[src/lcf_map.svh]
// Purpose: offsets, field positions, reset values and timing counts
// Assumes: included by the package and by both link ends
// Notes:   definitions only
`ifndef LCF_MAP_SVH
`define LCF_MAP_SVH

// link timing: one bit-time is one period of the link clock
`define LCF_CLK_NS     8
`define LCF_BT_NS      64
`define LCF_DIV        (`LCF_BT_NS / `LCF_CLK_NS)
`define LCF_PH_RISE    3'(`LCF_DIV - 1)
`define LCF_PH_LAUNCH  3'(`LCF_DIV / 2 - 1)
`define LCF_PH_SAMP    3'h2

// test interval and crc window, in bit-times
`define LCF_TEST_BT    10'h200
`define LCF_CRC_WIN    10'h200
`define LCF_ONES_MAX   2'h3
`define LCF_CRC_INIT   8'hFF
`define LCF_CRC_POLY   8'h07
`define LCF_FORCE_XOR  8'h01
`define LCF_LFSR_SEED  9'h1A5

// no-operation packet
`define LCF_CMD_NOP    6'h00
`define LCF_NOP_DIAG   1
`define LCF_CMD_MAX    6'h03
`define LCF_DW_MAX     6'h1F
`define LCF_BUF_MAX    6'h03
`define LCF_CRED_MAX   6'h3F

// register map, word index on the plain port
`define LCF_A_CTRL     4'h0
`define LCF_A_STAT     4'h1
`define LCF_A_CRED     4'h2
`define LCF_N_CRED     4'h6
`define LCF_C_START    0
`define LCF_C_FORCE    1
`define LCF_C_DWREQ    2
`define LCF_C_RETRY    3
`define LCF_C_FLOOD    4
`define LCF_S_ERR      0

`endif

[src/lcf_pkg.sv]
// Purpose: types and shared functions of the link ends
// Assumes: constants come from lcf_map.svh
// Notes:   credit index 0..2 command, 3..5 data (posted, nonposted, resp)
`include "lcf_map.svh"
package lcf_pkg;

  typedef enum logic [1:0] {
    TX_RUN  = 2'b00,
    TX_NOP  = 2'b01,
    TX_TEST = 2'b10
  } lcf_tx_e;

  typedef enum logic [1:0] {
    RX_CMD  = 2'b00,
    RX_NOP1 = 2'b01,
    RX_NOP2 = 2'b10,
    RX_NOP3 = 2'b11
  } lcf_rx_e;

  typedef logic [5:0][4:0] lcf_grant_t;
  typedef logic [5:0]      lcf_cnt_t;

  // serial crc-8 over control line and data lines of one bit-time
  function automatic logic [7:0] crc8(input logic [7:0] c,
                                      input logic [8:0] d);
    logic [7:0] r;
    r = c;
    for (int i = 8; i >= 0; i--) begin
      r = (r[7] ^ d[i]) ? ({r[6:0], 1'b0} ^ `LCF_CRC_POLY)
                        : {r[6:0], 1'b0};
    end
    return r;
  endfunction : crc8

  // saturating credit add, excess increments are dropped
  function automatic lcf_cnt_t sat_add(input lcf_cnt_t c,
                                       input logic [4:0] inc);
    logic [6:0] s;
    s = {1'b0, c} + {2'h0, inc};
    return s[6] ? `LCF_CRED_MAX : s[5:0];
  endfunction : sat_add

  // one bit-time of a no-operation packet
  function automatic logic [7:0] nop_byte(input logic [1:0] idx,
                                          input lcf_grant_t g,
                                          input logic diag);
    logic [7:0] b;
    b = {2'h0, `LCF_CMD_NOP};
    unique case (idx)
      2'h0: b = {2'h0, `LCF_CMD_NOP};
      2'h1: b = {g[5][4:3], g[2][1:0], g[3][4:3], g[0][1:0]};
      2'h2: b = {1'b0, g[5][2], g[4][4:3], g[1][1:0], diag, 1'b0};
      2'h3: b = {g[5][1:0], g[3][2:0], g[4][2:0]};
    endcase
    return b;
  endfunction : nop_byte

endpackage : lcf_pkg

[src/lcf_link_if.sv]
// Purpose: one byte lane forward, credit lane back, shared link clock
// Assumes: the transmitting end makes the link clock
// Notes:   reverse lane carries only no-operation packets
interface lcf_link_if;
  logic       link_clk;
  logic [7:0] data_lines;
  logic       control_line;
  logic [7:0] rev_data_lines;
  logic       rev_control_line;

  modport tx_end (
    output link_clk,
    output data_lines,
    output control_line,
    input  rev_data_lines,
    input  rev_control_line
  );

  modport rx_end (
    input  link_clk,
    input  data_lines,
    input  control_line,
    output rev_data_lines,
    output rev_control_line
  );
endinterface : lcf_link_if

[src/lcf_link_tx.sv]
// Purpose: transmitting end: crc test source and data credit counters
// Assumes: link clock made here by a divider; reverse lane returns NOPs
// Notes:   credits count units: packets, 64-byte buffers or doublewords
// Contract
// - writing one to start bit starts test
// - diag NO_OPERATION_PACKET opens 512 ignored bit-times
// - pattern never has four all-ones bit-times
// - crc keeps running; receiver drops test data
// - receiver parser frozen through the test
// - receiver logs crc errors, fatal with flood
// - force bit corrupts test crc per lane
// - start bit self-clears after covering crc stuffed
// - user stream resumes exactly where it paused
// - software checks both partners support the test
// - 64-byte granular flow control always supported
// - cold reset selects 64-byte mode
// - mode changes only at warm reset
// - command credits stay per packet
// - data credit fields widen to five bits
// - NO_OPERATION_PACKET bit-times one to three carry fields
// - byte-mask doubleword counts as data
// - credit counters saturate, never wrap
// - credit counters are six bits wide
// - doubleword mode barred with link retry
`include "lcf_map.svh"
module lcf_link_tx
  import lcf_pkg::*;
(
  input  wire logic        ref_clk_i,
  input  wire logic        srst_i,
  input  wire logic        cold_rst_i,
  input  wire logic        link_stop_i,
  input  wire logic [3:0]  reg_addr_i,
  input  wire logic [31:0] reg_wdata_i,
  input  wire logic        reg_wr_i,
  input  wire logic        reg_rd_i,
  output logic      [31:0] reg_rdata_o,
  input  wire logic        tx_valid_i,
  input  wire logic        tx_ctl_i,
  input  wire logic [7:0]  tx_byte_i,
  output logic             tx_ready_o,
  input  wire logic [5:0]  take_i,
  lcf_link_if.tx_end       lnk
);

  logic        rst;
  logic [2:0]  cnt_ff;
  logic        ls1_ff;
  logic        ls2_ff;
  logic        lclk_ff;
  logic [7:0]  data_ff;
  logic        ctl_ff;
  logic        launch;
  logic        samp;
  logic [8:0]  rs1_ff;
  logic [8:0]  rs2_ff;
  logic [1:0]  ridx_ff;
  logic [7:0]  rb1_ff;
  logic [7:0]  rb2_ff;
  logic        rdone;
  lcf_grant_t  g;
  lcf_cnt_t    cred_ff [6];
  lcf_cnt_t    nxt_cred [6];
  lcf_tx_e     state_ff;
  logic [1:0]  nidx_ff;
  logic        diag_ff;
  logic [9:0]  tcnt_ff;
  logic [9:0]  win_ff;
  logic [7:0]  crc_ff;
  logic [8:0]  lfsr_ff;
  logic [1:0]  ones_ff;
  logic        pend_ff;
  logic        arm_ff;
  logic        ready_ff;
  logic        start_ff;
  logic        force_ff;
  logic        dwreq_ff;
  logic        retry_ff;
  logic        dw_mode_ff;
  logic [31:0] rdata_ff;
  logic        stuff;
  logic        start_go;
  logic        user_go;
  logic        corrupt;
  logic [8:0]  pat;
  logic [8:0]  out9;

  assign rst                  = srst_i | cold_rst_i;
  assign lnk.link_clk         = lclk_ff;
  assign lnk.data_lines       = data_ff;
  assign lnk.control_line     = ctl_ff;
  assign tx_ready_o           = ready_ff;
  assign reg_rdata_o          = rdata_ff;

  // link clock divider; a link stop freezes it, state is kept
  always_ff @(posedge ref_clk_i) begin
    if (rst) begin
      cnt_ff <= 3'h0;
    end else if (!ls2_ff) begin
      cnt_ff <= (cnt_ff == `LCF_PH_RISE) ? 3'h0 : cnt_ff + 3'h1;
    end
  end

  always_ff @(posedge ref_clk_i) begin
    if (rst) begin
      lclk_ff <= 1'b1;                      // first edge out is a launch
    end else if (!ls2_ff && cnt_ff == `LCF_PH_RISE) begin
      lclk_ff <= 1'b1;
    end else if (launch) begin
      lclk_ff <= 1'b0;
    end
  end

  assign launch = !ls2_ff && (cnt_ff == `LCF_PH_LAUNCH);
  assign samp   = !ls2_ff && (cnt_ff == `LCF_PH_SAMP);

  // reverse lane and link stop synchronisers
  always_ff @(posedge ref_clk_i) begin
    rs1_ff <= {lnk.rev_control_line, lnk.rev_data_lines};
    rs2_ff <= rs1_ff;
    ls1_ff <= link_stop_i;
    ls2_ff <= ls1_ff;
  end

  // reverse NO_OPERATION_PACKET framing: control line marks bit-time 0
  always_ff @(posedge ref_clk_i) begin
    if (rst) begin
      ridx_ff <= 2'h0;
      rb1_ff  <= 8'h00;
      rb2_ff  <= 8'h00;
    end else if (samp) begin
      if (rs2_ff[8]) begin
        ridx_ff <= 2'h1;
      end else if (ridx_ff == 2'h1) begin
        rb1_ff  <= rs2_ff[7:0];
        ridx_ff <= 2'h2;
      end else if (ridx_ff == 2'h2) begin
        rb2_ff  <= rs2_ff[7:0];
        ridx_ff <= 2'h3;
      end else begin
        ridx_ff <= 2'h0;
      end
    end
  end

  assign rdone = samp && !rs2_ff[8] && (ridx_ff == 2'h3);

  // released units per channel from the received NO_OPERATION_PACKET
  always_comb begin
    g[0] = {3'h0, rb1_ff[1:0]};
    g[1] = {3'h0, rb2_ff[3:2]};
    g[2] = {3'h0, rb1_ff[5:4]};
    g[3] = {rb1_ff[3:2], rs2_ff[5:3]};
    g[4] = {rb2_ff[5:4], rs2_ff[2:0]};
    g[5] = {rb1_ff[7:6], rb2_ff[6], rs2_ff[7:6]};
    for (int i = 3; i < 6; i++) begin
      if (!dw_mode_ff) begin
        g[i] = {3'h0, g[i][4:3]};
      end
    end
  end

  // credit counters; take_i counts mask doubleword as data
  always_comb begin
    for (int i = 0; i < 6; i++) begin
      nxt_cred[i] = cred_ff[i];
      if (take_i[i] && cred_ff[i] != 6'h00) begin
        nxt_cred[i] = cred_ff[i] - 6'h01;
      end
      if (rdone) begin
        nxt_cred[i] = sat_add(nxt_cred[i], g[i]);
      end
    end
  end

  always_ff @(posedge ref_clk_i) begin
    for (int i = 0; i < 6; i++) begin
      cred_ff[i] <= rst ? 6'h00 : nxt_cred[i];
    end
  end

  // byte chosen for the next bit-time
  always_comb begin
    stuff    = (win_ff == `LCF_CRC_WIN);
    start_go = start_ff && !pend_ff;
    user_go  = (state_ff == TX_RUN) && !start_go && tx_valid_i;
    corrupt  = arm_ff && (state_ff == TX_TEST || pend_ff);
    pat      = lfsr_ff;
    if (ones_ff == `LCF_ONES_MAX && &lfsr_ff) begin
      pat[0] = 1'b0;
    end
    out9 = {1'b1, nop_byte(2'h0, '0, 1'b0)};
    if (stuff) begin
      out9 = {1'b0, crc_ff ^ (corrupt ? `LCF_FORCE_XOR : 8'h00)};
    end else begin
      unique case (state_ff)
        TX_RUN: begin
          if (user_go) begin
            out9 = {tx_ctl_i, tx_byte_i};
          end
        end
        TX_NOP:  out9 = {1'b1, nop_byte(nidx_ff, '0, diag_ff)};
        TX_TEST: out9 = pat;
        default: out9 = {1'b1, nop_byte(2'h0, '0, 1'b0)};
      endcase
    end
  end

  // drive the lane at the falling link clock
  always_ff @(posedge ref_clk_i) begin
    if (rst) begin
      data_ff  <= 8'h00;
      ctl_ff   <= 1'b0;
      ready_ff <= 1'b0;
    end else begin
      ready_ff <= launch && !stuff && user_go;
      if (launch) begin
        data_ff <= out9[7:0];
        ctl_ff  <= out9[8];
      end
    end
  end

  // crc window and stuffing run through the test as well
  always_ff @(posedge ref_clk_i) begin
    if (rst) begin
      win_ff <= 10'h000;
      crc_ff <= `LCF_CRC_INIT;
    end else if (launch) begin
      win_ff <= stuff ? 10'h000 : win_ff + 10'h001;
      crc_ff <= stuff ? `LCF_CRC_INIT : crc8(crc_ff, out9);
    end
  end

  // sequencer: user bytes, NOPs, diagnostic pattern
  always_ff @(posedge ref_clk_i) begin
    if (rst) begin
      state_ff <= TX_RUN;
      nidx_ff  <= 2'h0;
      diag_ff  <= 1'b0;
      tcnt_ff  <= 10'h000;
      lfsr_ff  <= `LCF_LFSR_SEED;
      ones_ff  <= 2'h0;
    end else if (launch) begin
      if (stuff) begin
        ones_ff <= 2'h0;
      end else begin
        unique case (state_ff)
          TX_RUN: begin
            if (!user_go) begin
              state_ff <= TX_NOP;
              nidx_ff  <= 2'h1;
              diag_ff  <= start_go;
            end
          end
          TX_NOP: begin
            nidx_ff <= nidx_ff + 2'h1;
            if (nidx_ff == 2'h3) begin
              state_ff <= diag_ff ? TX_TEST : TX_RUN;
              tcnt_ff  <= 10'h000;
            end
          end
          TX_TEST: begin
            lfsr_ff  <= {lfsr_ff[7:0], lfsr_ff[8] ^ lfsr_ff[4]};
            ones_ff  <= (&pat) ? ones_ff + 2'h1 : 2'h0;
            tcnt_ff  <= tcnt_ff + 10'h001;
            if (tcnt_ff == `LCF_TEST_BT - 10'h001) begin
              state_ff <= TX_RUN;
            end
          end
          default: state_ff <= TX_RUN;
        endcase
      end
    end
  end

  // end of test waits for the crc slot that covers its tail
  always_ff @(posedge ref_clk_i) begin
    if (rst) begin
      pend_ff <= 1'b0;
      arm_ff  <= 1'b0;
    end else if (launch) begin
      if (stuff) begin
        pend_ff <= 1'b0;
        if (corrupt) begin
          arm_ff <= 1'b0;
        end
      end else if (state_ff == TX_TEST &&
                   tcnt_ff == `LCF_TEST_BT - 10'h001) begin
        pend_ff <= 1'b1;
      end else if (state_ff == TX_RUN && !user_go && start_go) begin
        arm_ff <= force_ff;
      end
    end
  end

  // start bit: software set wins over hardware clear
  always_ff @(posedge ref_clk_i) begin
    if (rst) begin
      start_ff <= 1'b0;
      force_ff <= 1'b0;
    end else begin
      if (reg_wr_i && reg_addr_i == `LCF_A_CTRL) begin
        force_ff <= reg_wdata_i[`LCF_C_FORCE];
      end
      if (reg_wr_i && reg_addr_i == `LCF_A_CTRL &&
          reg_wdata_i[`LCF_C_START]) begin
        start_ff <= 1'b1;
      end else if (launch && stuff && pend_ff) begin
        start_ff <= 1'b0;
      end
    end
  end

  // mode request survives warm reset, lost only at cold reset
  always_ff @(posedge ref_clk_i) begin
    if (cold_rst_i) begin
      dwreq_ff <= 1'b0;
      retry_ff <= 1'b0;
    end else if (reg_wr_i && reg_addr_i == `LCF_A_CTRL) begin
      dwreq_ff <= reg_wdata_i[`LCF_C_DWREQ];
      retry_ff <= reg_wdata_i[`LCF_C_RETRY];
    end
  end

  always_ff @(posedge ref_clk_i) begin
    if (cold_rst_i) begin
      dw_mode_ff <= 1'b0;
    end else if (srst_i) begin
      dw_mode_ff <= dwreq_ff && !retry_ff;
    end
  end

  // register read, data one cycle after the strobe
  always_ff @(posedge ref_clk_i) begin
    if (rst) begin
      rdata_ff <= 32'h0000_0000;
    end else if (reg_rd_i) begin
      rdata_ff <= 32'h0000_0000;
      if (reg_addr_i == `LCF_A_CTRL) begin
        rdata_ff[3:0] <= {retry_ff, dwreq_ff, force_ff, start_ff};
      end else if (reg_addr_i == `LCF_A_STAT) begin
        rdata_ff[4:0] <= {dw_mode_ff, pend_ff, arm_ff, state_ff};
      end else if (reg_addr_i >= `LCF_A_CRED &&
                   reg_addr_i < `LCF_A_CRED + `LCF_N_CRED) begin
        rdata_ff[5:0] <= cred_ff[3'(reg_addr_i - `LCF_A_CRED)];
      end
    end
  end

endmodule : lcf_link_tx

[src/flat_wrapper.sv]
// flat-port wrapper written by rule: the top's interface ports become plain ports
module lcf_link_tx_flat import lcf_pkg::*;
  (ref_clk_i, srst_i, cold_rst_i, link_stop_i, reg_addr_i, reg_wdata_i, reg_wr_i, reg_rd_i, reg_rdata_o, tx_valid_i, tx_ctl_i, tx_byte_i, tx_ready_o, take_i, lnk_link_clk, lnk_data_lines, lnk_control_line, lnk_rev_data_lines, lnk_rev_control_line);
  lcf_link_if lnk_i ();
  input  wire logic ref_clk_i;
  input  wire logic srst_i;
  input  wire logic cold_rst_i;
  input  wire logic link_stop_i;
  input  wire logic [3:0] reg_addr_i;
  input  wire logic [31:0] reg_wdata_i;
  input  wire logic reg_wr_i;
  input  wire logic reg_rd_i;
  output logic      [31:0] reg_rdata_o;
  input  wire logic tx_valid_i;
  input  wire logic tx_ctl_i;
  input  wire logic [7:0] tx_byte_i;
  output logic tx_ready_o;
  input  wire logic [5:0] take_i;
  output wire logic [$bits(lnk_i.link_clk)-1:0] lnk_link_clk;
  output wire logic [$bits(lnk_i.data_lines)-1:0] lnk_data_lines;
  output wire logic [$bits(lnk_i.control_line)-1:0] lnk_control_line;
  input wire logic [$bits(lnk_i.rev_data_lines)-1:0] lnk_rev_data_lines;
  input wire logic [$bits(lnk_i.rev_control_line)-1:0] lnk_rev_control_line;
  assign lnk_link_clk = lnk_i.link_clk;
  assign lnk_data_lines = lnk_i.data_lines;
  assign lnk_control_line = lnk_i.control_line;
  assign lnk_i.rev_data_lines = lnk_rev_data_lines;
  assign lnk_i.rev_control_line = lnk_rev_control_line;
  lcf_link_tx u_core (.ref_clk_i(ref_clk_i), .srst_i(srst_i), .cold_rst_i(cold_rst_i), .link_stop_i(link_stop_i), .reg_addr_i(reg_addr_i), .reg_wdata_i(reg_wdata_i), .reg_wr_i(reg_wr_i), .reg_rd_i(reg_rd_i), .reg_rdata_o(reg_rdata_o), .tx_valid_i(tx_valid_i), .tx_ctl_i(tx_ctl_i), .tx_byte_i(tx_byte_i), .tx_ready_o(tx_ready_o), .take_i(take_i), .lnk(lnk_i));
endmodule
[config.mk]
export PLATFORM = sky130hd
export DESIGN_NAME = lcf_link_tx_flat
export DESIGN_NICKNAME = d
export VERILOG_FILES = /design/src/lcf_pkg.sv /design/src/lcf_link_if.sv /design/src/lcf_link_tx.sv /design/src/flat_wrapper.sv
export VERILOG_INCLUDE_DIRS = /design/src
export SDC_FILE = /design/constraint.sdc
export NUM_CORES = 1
export LEC_CHECK = 0
export ABC_CLOCK_PERIOD_IN_PS = 3400
export BUFFER_PORTS_ARGS = -buffer_cell sky130_fd_sc_hd__buf_4
export CAP_MARGIN = 20
export CORE_ASPECT_RATIO = 1.1
export CORE_MARGIN = 5
export CORE_UTILIZATION = 58
export DETAILED_ROUTE_END_ITERATION = 16
export GPL_TIMING_DRIVEN = 0
export PLACE_DENSITY = 0.88
export SYNTH_ARGS = -nofsm -noshare
export SYNTH_HDL_FRONTEND = slang
export SYNTH_SLANG_ARGS = --single-unit
[constraint.sdc]
create_clock -name ref_clk_i -period 3.4 [get_ports ref_clk_i]
set_input_delay 0.68 -clock ref_clk_i [delete_from_list [all_inputs] [get_ports ref_clk_i]]
set_output_delay 0.68 -clock ref_clk_i [all_outputs]
set_load 0.005 [all_outputs]
==> results of run 1 <==
timing repair:
action                                  4_1_cts  5_1_grt
hold endpoints to repair                      0        0
gates resized for setup                       4       20
pin swaps                                     0        4
endpoints found under the setup margin        8       17
setup buffers                                 0        2
synth_stat cells (6+ instances only):
| master | count | area share (%) |
|---|---|---|
| nand4_1 | 13 | 0.99 |
| nand3_1 | 23 | 1.4 |
| mux4_2 | 6 | 1.7 |
| nor2_1 | 99 | 4.5 |
| a21oi_1 | 84 | 5.1 |
| inv_1 | 51 | 2.3 |
| nor3_1 | 26 | 1.6 |
| xor2_1 | 29 | 3.1 |
| o21ai_0 | 47 | 2.9 |
| or3_1 | 10 | 0.76 |
| xnor2_1 | 44 | 4.7 |
| dfxtp_1 | 142 | 35 |
| ha_1 | 47 | 7.2 |
| nand2b_1 | 12 | 0.92 |
| nand2_1 | 79 | 3.6 |
| nor2b_1 | 12 | 0.92 |
| buf_4 | 26 | 2.4 |
| a211oi_1 | 9 | 0.82 |
| and2_1 | 13 | 0.99 |
| mux2_2 | 6 | 0.82 |
| fa_1 | 6 | 1.5 |
| clkbuf_1 | 26 | 1.2 |
| mux2i_1 | 28 | 3.4 |
metal layers:
metal  GRT usage, %  vias up  wire (microns)
met4           12.2        0             775
met1           29.9     3381            8220
li1               -     3463               -
met5              0        -               0
met3           5.49       68            1670
met2           44.2      303           10400
metrics by stage:
step / instance area, sq um / setup WS, ns
finish: 9630 / 0.0512
CTS: 9550 / 0.0201
global route: 9630 / -0.0476
detailed placement: 8920 / -0.202
floorplan: 8280 / 0.391
global placement: 8920 / -0.0456
flip-flops by register name (all words and copies together), names as in the netlist, 3 cells and up:
| name | count |
|---|---|
| u_core.rb1_ff | 8 |
| u_core.lnk.data_lines | 8 |
| u_core.lfsr_ff | 9 |
| u_core.rb2_ff | 5 |
| u_core.cred_ff | 36 |
| u_core.tcnt_ff | 10 |
| u_core.rs2_ff | 9 |
| u_core.cnt_ff | 3 |
| u_core.rs1_ff | 9 |
| u_core.win_ff | 10 |
| u_core.reg_rdata_o | 6 |
| u_core.crc_ff | 8 |
final cells by class:
| type | instances | area [sq um] |
|---|---|---|
| fillers | 1036 | 4230 |
| inverters | 51 | 191 |
| clock buffers | 20 | 457 |
| multi-input cells | 726 | 5010 |
| plain buffers | 60 | 329 |
| repair buffers | 56 | 420 |
| clock inverters | 10 | 139 |
| flip-flops and latches | 142 | 2840 |
| well taps | 188 | 235 |
final timing paths:
check / end / startpoint
worst max register to register: u_core.cred_ff[3][1]$_SDFF_PP0_ / u_core.cred_ff[3][0]$_SDFF_PP0_
worst min register to register: u_core.rs2_ff[6]$_DFF_P_ / u_core.rs1_ff[6]$_DFF_P_
worst min-delay path: u_core.rs2_ff[6]$_DFF_P_ / u_core.rs1_ff[6]$_DFF_P_
worst max-delay path: u_core.cred_ff[3][1]$_SDFF_PP0_ / u_core.cred_ff[3][0]$_SDFF_PP0_
power by group through the flow:
stage          clock, W  combinational (W)  sequential (W)
2_1_floorplan         0           0.000215         0.00173
3_3_place_gp          0           0.000298         0.00174
3_5_place_dp          0           0.000304         0.00174
4_1_cts         0.00192           0.000311         0.00170
5_1_grt         0.00200           0.000353         0.00170
6_report        0.00191           0.000328         0.00170
kinds of logic after synthesis:
group / synth area share [%]
xor gates and xnor gates: 9.30
DFF: 34.7
other: 0.0458
muxes: 6.17
AOI/OAI and AO/OA: 14.2
adders and majority gates: 8.65
buffers and inverters: 6.36
and+or+nand+nor: 20.5
critical path, stage by stage, from the launching register on:
cell	delay [ns]
dfxtp_1	0.37
inv_1	0.13
ha_1	0.18
nand2b_1	0.09
o41ai_4	0.50
xnor2_2	0.19
ha_2	0.22
inv_1	0.05
fa_1	0.40
nor2b_1	0.13
o21ai_0	0.14
a21boi_1	0.24
nor2_1	0.08
o21ai_2	0.16
inv_1	0.12
a221oi_1	0.25
==> impl_metrics.py, run 1 <==
metrics = {
    "floorplan": {
        "start_util_pct": 59.1,
        "die_x_microns": 123,
        "pin_count": 110,
        "die-area_sq_um": 16600,
        "fp.dieH_microns": 135,
        "core_area_sq_um": 13900,
        "rows": 45,
    },
    "final_layout": {
        "drive_gt1_share_pct": 15.3,
        "finalNonFillerCells": 1253,
        "num_antenna_cells": 0,
        "area_growth_pct": 17.5,
        "final_cell_mix": "dfxtp_1, nor2_1, a21oi_1, buf_4, nand2_1",
        "layout.nets": 1174,
        "final_common_cell": "dfxtp_1",
        "fin_util_pct": 69.5,
    },
    "cts": {
        "cts_sinks": 142,
        "cts_made_buffers": 17,
        "postCtsHoldBufs": 0,
        "clk_pin_slew_ns": 0.06,
        "cts_tree": "built",
        "cts_buffer_depth": 2,
        "clk_latency_ns": 0.43,
        "cts-root-buf": "clkbuf_16",
        "htreeDepth": 4,
    },
    "routing": {
        "first_pass_iters": 8,
        "route.detailed.drc": 0,
        "vias": 7215,
        "ant_nets": 0,
        "drt-total-wl_microns": 21100,
        "drt-initial-drc-count": 668,
        "vias_per_cell": 5.76,
        "routedWlPerCell_microns": 16.8,
    },
    "power_and_ir_drop": {
        "leakagePower_nw": 3.94,
        "pwr-share-clk_pct": 48.5,
        "switching_share_pct": 23.4,
        "power_w": 0.00394,
        "p_int_w": 0.00302,
        "pwr-share-comb_pct": 8.3,
        "power.density_nw_per_um2": 410,
        "seqPwrFrac_pct": 43.2,
        "power.switching_w": 0.000922,
        "peakVddDrop_v": 0.000247,
    },
    "outcome": {
        "status": "completed",
    },
    "worst_setup_path": {
        "worstSetupEndpointType": "flip-flop",
        "reg2reg_slack_ns": 0.05,
        "crit_required_ns": 3.73,
        "critPathKind": "flip-flop to flip-flop",
        "critPathArrivalTime_ns": 3.68,
        "worstPathMaxFanout": 5,
        "cp-start-kind": "flip-flop",
        "rr_worst_depth": 15,
    },
    "sta": {
        "holdWs_ns": 0.324,
        "finalMaxSlewViolations": 0,
        "maxSlewHeadroom_pct": 24.1,
        "setup_tns_ns": 0,
        "hold_viol": 0,
        "skew_ns": 0.00611,
        "period_needed_ns": 3.35,
        "tightestPinTransition_ns": 1.13,
        "rsz0062_at_grt": "yes",
        "fmax_mhz": 299,
        "finalSetupViolCount": 0,
        "finalCritPeriodShare_pct": 98.5,
    },
    "synthesis": {
        "ys_warn_count": 0,
        "synthArstFlopShare_pct": 0,
        "synth-seq-area-share_pct": 34.7,
        "synth-edff-count": 0,
        "ys_dominant_reg_cell": "dfxtp_1",
        "syn_inst": 954,
        "syn_avg_cell_area_sq_um": 8.58,
        "yosys.cell_types.count": 72,
        "syn_area_sq_um": 8190,
        "ys_ff_latch": 142,
    },
    "placement": {
        "io_buffers": 54,
        "place_congestion": 0.937,
        "place_inst": 1221,
        "dpl.hpwl_microns": 14900,
    },
    "global_routing": {
        "grt_pass1_vias": 7097,
        "grt_start_max_net_pins": 17,
        "grt_overflow": 0,
        "grt_use_total_pct": 25.6,
        "antenna_found_initial": 0,
        "grt_pass1_wl_microns": 33800,
    },
    "min_path": {
        "whs_path_depth": 0,
        "min_path_type": "flip-flop to flip-flop",
    },
    "job": {
        "cap_violations": 0,
    },
}
No activity file was read; power rests on OpenSTA's default activity.
==> run 2: changes to the inputs <==
ABC_CLOCK_PERIOD_IN_PS = 4100   (was 3400)
CORE_UTILIZATION = 63   (was 58)
PLACE_DENSITY = 0.94   (was 0.88)
clock period = 4.1 ns   (was 3.4 ns; I/O delays follow)
==> run 2 against run 1 <==
Clock skew rose by 0.0079 ns; worst setup slack improved by 0.14 ns; sequential power fell by 17%; clock power fell by 19%; clock-buffer cell count fell by 1; flip-flop and latch count did not move; register-to-register slack improved by 0.14 ns; die area fell by 7.3%; power fell by 19%; sequential share of layout area rose by 0.45 points; critical path type unchanged; largest power group unchanged.
==> impl_metrics.py, run 2 (synthesis results as in run 1) <==
metrics = {
    "power_and_ir_drop": {
        "leakagePower_nw": 3.89,
        "seqPwrFrac_pct": 44.0,
        "power.switching_w": 0.000778,
        "switching_share_pct": 24.2,
        "pwr-share-clk_pct": 47.8,
        "p_int_w": 0.00243,
        "peakVddDrop_v": 0.000228,
        "pwr-share-comb_pct": 8.2,
        "power.density_nw_per_um2": 339,
    },
    "cts": {
        "cts-root-buf": "clkbuf_16",
        "clk_pin_slew_ns": 0.06,
        "clk_latency_ns": 0.44,
        "cts_buffer_depth": 2,
        "htreeDepth": 4,
        "cts_setup_buffers": 0,
        "cts_tree": "built",
        "cts_made_buffers": 17,
        "cts_sinks": 142,
    },
    "final_layout": {
        "design_area_sq_um": 9480,
        "final.fill_count": 869,
        "final_common_cell": "dfxtp_1",
        "largest_reg_flops": 36,
        "layout.nets": 1172,
        "final_cell_mix": "dfxtp_1, nor2_1, a21oi_1",
        "drive_gt1_share_pct": 14.4,
        "largest_register": "u_core.cred_ff",
        "reg_top3": "u_core.cred_ff: 36 flops, u_core.tcnt_ff: 10 flops, u_core.win_ff: 10 flops",
        "num_antenna_cells": 0,
        "area_growth_pct": 15.8,
    },
    "min_path": {
        "min_path_type": "flip-flop to flip-flop",
    },
    "floorplan": {
        "die-area_sq_um": 15400,
        "start_util_pct": 64.5,
        "fp.dieH_microns": 130,
        "rows": 43,
        "pin_count": 110,
        "core_area_sq_um": 12700,
        "die_x_microns": 119,
    },
    "sta": {
        "finalSetupViolCount": 0,
        "period_needed_ns": 3.90,
        "hold_viol": 0,
        "fmax_mhz": 256,
        "rsz0062_at_grt": "no",
        "holdWs_ns": 0.327,
        "skew_ns": 0.0140,
        "tightestPinTransition_ns": 1.05,
        "setup_ws_ns": 0.196,
        "setup_tns_ns": 0,
        "finalMaxSlewViolations": 0,
        "maxSlewHeadroom_pct": 29.3,
        "finalCritPeriodShare_pct": 95.2,
    },
    "worst_setup_path": {
        "critPathArrivalTime_ns": 4.24,
        "cp-start-kind": "flip-flop",
        "worstPathMaxFanout": 5,
        "crit_required_ns": 4.43,
        "critPathKind": "flip-flop to flip-flop",
        "worstSetupEndpointType": "flip-flop",
    },
    "routing": {
        "first_pass_iters": 6,
        "drt-initial-drc-count": 701,
        "drt-total-wl_microns": 21400,
        "ant_nets": 0,
        "vias": 7400,
        "route.detailed.drc": 0,
        "routedWlPerCell_microns": 17.5,
        "vias_per_cell": 6.06,
    },
    "global_routing": {
        "antenna_found_initial": 0,
        "grt_pass1_vias": 7324,
        "grt_overflow": 0,
        "grt_start_max_net_pins": 17,
        "grt_use_total_pct": 28.2,
        "grt_pass1_wl_microns": 34700,
    },
    "placement": {
        "place_ws_ns": 0.513,
        "dpl_cell_area_sq_um": 8880,
        "io_buffers": 54,
        "place_congestion": 0.995,
        "dpl.hpwl_microns": 15400,
    },
    "outcome": {
        "status": "completed",
    },
    "job": {
        "cap_violations": 0,
    },
}
==> run 2: cell count changes in the layout (fill, tap and decap cells not counted), sizes merged <==
cell / before / now
clkbuf: 46 / 45
clkinvlp: 4 / 5
bufinv: 3 / 2
buf: 90 / 88
clkinv: 2 / 4
inv: 52 / 53
==> run 2: worst paths after layout <==
kind,slack (ns),cells past startpoint,to,start
max,0.20,15,u_core.cred_ff[4][1]$_SDFF_PP0_,u_core.cred_ff[4][0]$_SDFF_PP0_
min,0.33,0,u_core.rs2_ff[1]$_DFF_P_,u_core.rs1_ff[1]$_DFF_P_
max reg2reg,0.20,15,u_core.cred_ff[4][1]$_SDFF_PP0_,u_core.cred_ff[4][0]$_SDFF_PP0_
min reg2reg,0.33,0,u_core.rs2_ff[1]$_DFF_P_,u_core.rs1_ff[1]$_DFF_P_
==> run 2: power by group through the flow <==
stage | Clock, W | Sequential, W | Combinational, W
2_1_floorplan | 0 | 0.00144 | 0.000178
3_5_place_dp | 0 | 0.00144 | 0.000253
3_3_place_gp | 0 | 0.00144 | 0.000245
5_1_grt | 0.00161 | 0.00141 | 0.000287
4_1_cts | 0.00153 | 0.00141 | 0.000257
6_report | 0.00154 | 0.00141 | 0.000263
==> run 2: area by class of cell <==
| class | count | area [sq um] | share of cell area (%) |
|---|---|---|---|
| Buffer | 60 | 329 | 3.47 |
| Clock buffer | 19 | 443 | 4.67 |
| Clock inverter | 13 | 139 | 1.46 |
| Inverter | 51 | 191 | 2.02 |
| Multi-Input combinational cell | 726 | 4930 | 52.0 |
| Sequential cell | 142 | 2840 | 30.0 |
| Tap cell | 157 | 196 | 2.07 |
| Timing Repair Buffer | 54 | 405 | 4.28 |
==> run 2: metrics by stage <==
| step | power [W] | instances | util, % |
|---|---|---|---|
| 3_3_place_gp | 0.00168 | 1190 | 70.0 |
| 5_1_grt | 0.00331 | 1222 | 74.7 |
| 6_report | 0.00321 | 1222 | 74.7 |
| 2_1_floorplan | 0.00161 | 979 | - |
| 3_5_place_dp | 0.00169 | 1190 | 70.0 |
| 4_1_cts | 0.00320 | 1222 | 74.6 |
==> run 2: worst max-delay path: stages (launching register included) <==
cell and delay (ns):
dfxtp_1 0.34, inv_1 0.15, ha_1 0.22, nand2b_1 0.08, o41ai_1 0.70, xnor2_1 0.27
ha_1 0.24, inv_1 0.06, fa_1 0.40, nor2b_1 0.14, o21ai_0 0.12, a21boi_0 0.35
nor2_1 0.07, o21ai_0 0.27, inv_1 0.15, a221oi_1 0.25
==> run 2: what timing repair did <==
| action | 4_1_cts | 5_1_grt |
|---|---|---|
| endpoints found under the setup margin | 0 | 2 |
| hold buffers | 0 | 0 |
| resized for setup | 0 | 2 |
==> run 2: routing by layer <==
layer,track usage (%),vias to the layer above,part of all wire (%)
met1,32.0,3464,38
met4,14.5,0,4.0
met5,0,-,0
met2,49.8,362,50
met3,6.50,85,7.8
li1,-,3489,-
==> run 3: changes to the inputs <==
CELL_PAD_IN_SITES_DETAIL_PLACEMENT = 1   (was not set)
CELL_PAD_IN_SITES_GLOBAL_PLACEMENT = 2   (was not set)
CORE_UTILIZATION = 38   (was 63)
==> run 3 against run 2 <==
Non-clock buffer count did not move; worst setup slack improved by 0.27 ns; wire length rose by 8.7%; sequential power barely moved; global-route usage fell by 8.8 points; sequential share of layout area fell by 0.62 points; critical path type unchanged.
==> impl_metrics.py, run 3 (synthesis results as in run 1) <==
metrics = {
    "final_layout": {
        "layout.nets": 1172,
        "reg_top3": "u_core.cred_ff: 36 flops, u_core.tcnt_ff: 10 flops, u_core.win_ff: 10 flops",
        "final_common_cell": "dfxtp_1",
        "drive_gt1_share_pct": 14.3,
        "final_cell_mix": "dfxtp_1, nor2_1, a21oi_1",
        "num_antenna_cells": 0,
        "area_growth_pct": 18.2,
        "largest_register": "u_core.cred_ff",
        "fin_util_pct": 45.4,
        "final.fill_count": 2593,
        "largest_reg_flops": 36,
    },
    "floorplan": {
        "core_area_sq_um": 21300,
        "start_util_pct": 38.4,
        "rows": 56,
        "die-area_sq_um": 24600,
        "die_x_microns": 150,
        "pin_count": 110,
        "fp.dieH_microns": 164,
    },
    "power_and_ir_drop": {
        "power.density_nw_per_um2": 343,
        "seqPwrFrac_pct": 42.4,
        "leakagePower_nw": 3.91,
        "power.switching_w": 0.000784,
        "peakVddDrop_v": 0.000306,
        "pwr-share-clk_pct": 49.6,
        "switching_share_pct": 23.6,
        "pwr-share-comb_pct": 8.0,
        "p_int_w": 0.00254,
    },
    "placement": {
        "place_congestion": 0.854,
        "io_buffers": 54,
        "dpl.hpwl_microns": 17900,
    },
    "worst_setup_path": {
        "critPathKind": "flip-flop to flip-flop",
        "crit_required_ns": 4.43,
        "worstPathMaxFanout": 5,
        "critPathArrivalTime_ns": 3.97,
        "worstSetupEndpointType": "flip-flop",
        "cp-start-kind": "flip-flop",
    },
    "routing": {
        "routedWlPerCell_microns": 17.2,
        "drt-total-wl_microns": 23300,
        "vias_per_cell": 5.20,
        "ant_nets": 0,
        "vias": 7047,
        "drt-initial-drc-count": 295,
        "route.detailed.drc": 0,
        "first_pass_iters": 4,
    },
    "cts": {
        "cts_tree": "built",
        "cts-root-buf": "clkbuf_16",
        "clk_pin_slew_ns": 0.06,
        "cts-resized-gates": 0,
        "postCtsHoldBufs": 0,
        "cts_setup_buffers": 0,
        "cts_sinks": 142,
        "htreeDepth": 4,
        "clk_latency_ns": 0.43,
        "cts_buffer_depth": 2,
        "cts_made_buffers": 17,
    },
    "sta": {
        "period_needed_ns": 3.64,
        "finalCritPeriodShare_pct": 88.7,
        "setup_tns_ns": 0,
        "rsz0062_at_grt": "no",
        "tightestPinTransition_ns": 1.04,
        "finalMaxSlewViolations": 0,
        "skew_ns": 0.00824,
        "fmax_mhz": 275,
        "finalSetupViolCount": 0,
        "hold_viol": 0,
        "maxSlewHeadroom_pct": 30.0,
    },
    "global_routing": {
        "grt_start_max_net_pins": 17,
        "grt_pass1_vias": 7358,
        "antenna_found_initial": 0,
        "grt_overflow": 0,
        "grt_use_total_pct": 19.4,
        "grt_pass1_wl_microns": 37600,
    },
    "min_path": {
        "min_path_type": "flip-flop to flip-flop",
    },
    "outcome": {
        "status": "completed",
    },
    "job": {
        "cap_violations": 0,
    },
}
==> run 3: cell count changes in the layout (fill, tap and decap cells not counted) <==
cell and delta:
o41ai_1 +1, bufinv_16 +2, clkbuf_8 -1, clkinv_4 +2, clkinvlp_4 -2, o41ai_2 -1, inv_6 -1
==> run 3: path summary, 6_finish.rpt <==
| check | cells after the start | slack (ns) | endpoint | start |
|---|---|---|---|---|
| setup / recovery | 15 | 0.46 | u_core.cred_ff[4][1]$_SDFF_PP0_ | u_core.cred_ff[4][0]$_SDFF_PP0_ |
| hold / removal | 0 | 0.33 | u_core.rs2_ff[8]$_DFF_P_ | u_core.rs1_ff[8]$_DFF_P_ |
| setup reg to reg | 15 | 0.46 | u_core.cred_ff[4][1]$_SDFF_PP0_ | u_core.cred_ff[4][0]$_SDFF_PP0_ |
| hold reg to reg | 0 | 0.33 | u_core.rs2_ff[8]$_DFF_P_ | u_core.rs1_ff[8]$_DFF_P_ |
==> run 3: worst max-delay path: stages (launching register included) <==
cell	delay (ns)
dfxtp_1	0.33
inv_1	0.13
ha_1	0.21
nand2b_1	0.07
o41ai_1	0.63
xnor2_1	0.23
ha_1	0.23
inv_1	0.06
fa_1	0.40
nor2b_1	0.13
o21ai_0	0.12
a21boi_0	0.27
nor2_1	0.07
o21ai_0	0.27
inv_1	0.15
a221oi_1	0.24
==> run 3: metal layers <==
| layer | global-route usage (%) | share of wire [%] | up-vias | wire length, microns |
|---|---|---|---|---|
| met4 | 6.24 | 2.2 | 0 | 502 |
| met3 | 3.75 | 4.0 | 40 | 924 |
| met5 | 0 | 0 | - | 0 |
| li1 | - | - | 3469 | - |
| met1 | 22.8 | 43 | 3417 | 9980 |
| met2 | 35.4 | 51 | 121 | 11900 |
==> run 3: final cells by class <==
| type | instances | area [sq um] | area share, % |
|---|---|---|---|
| Clock buffer | 18 | 429 | 4.43 |
| Multi-Input combinational cell | 726 | 4930 | 50.9 |
| Timing Repair Buffer | 54 | 405 | 4.19 |
| Tap cell | 290 | 363 | 3.75 |
| Sequential cell | 142 | 2840 | 29.4 |
| Clock inverter | 14 | 193 | 1.99 |
| Inverter | 51 | 191 | 1.98 |
| Buffer | 60 | 329 | 3.40 |
==> run 3: metrics by stage <==
stage	worst slack (ns)	power, W	hold WS, ns	std cells	cell area (sq um)
after detailed placement	0.395	0.00170	0.314	1323	9050
after global routing	0.0326	0.00344	0.330	1355	9680
after global placement	0.498	0.00170	0.312	1323	9050
after CTS	0.293	0.00335	0.328	1355	9670
final	0.463	0.00332	0.325	1355	9680
after floorplan	1.09	0.00161	0.310	979	8280
==> run 3: power groups by stage <==
stage | clock (W) | combinational (W) | sequential (W)
2_1_floorplan | 0 | 0.000178 | 0.00144
3_3_place_gp | 0 | 0.000257 | 0.00144
5_1_grt | 0.00174 | 0.000293 | 0.00141
6_report | 0.00165 | 0.000265 | 0.00141
3_5_place_dp | 0 | 0.000263 | 0.00144
4_1_cts | 0.00168 | 0.000266 | 0.00141
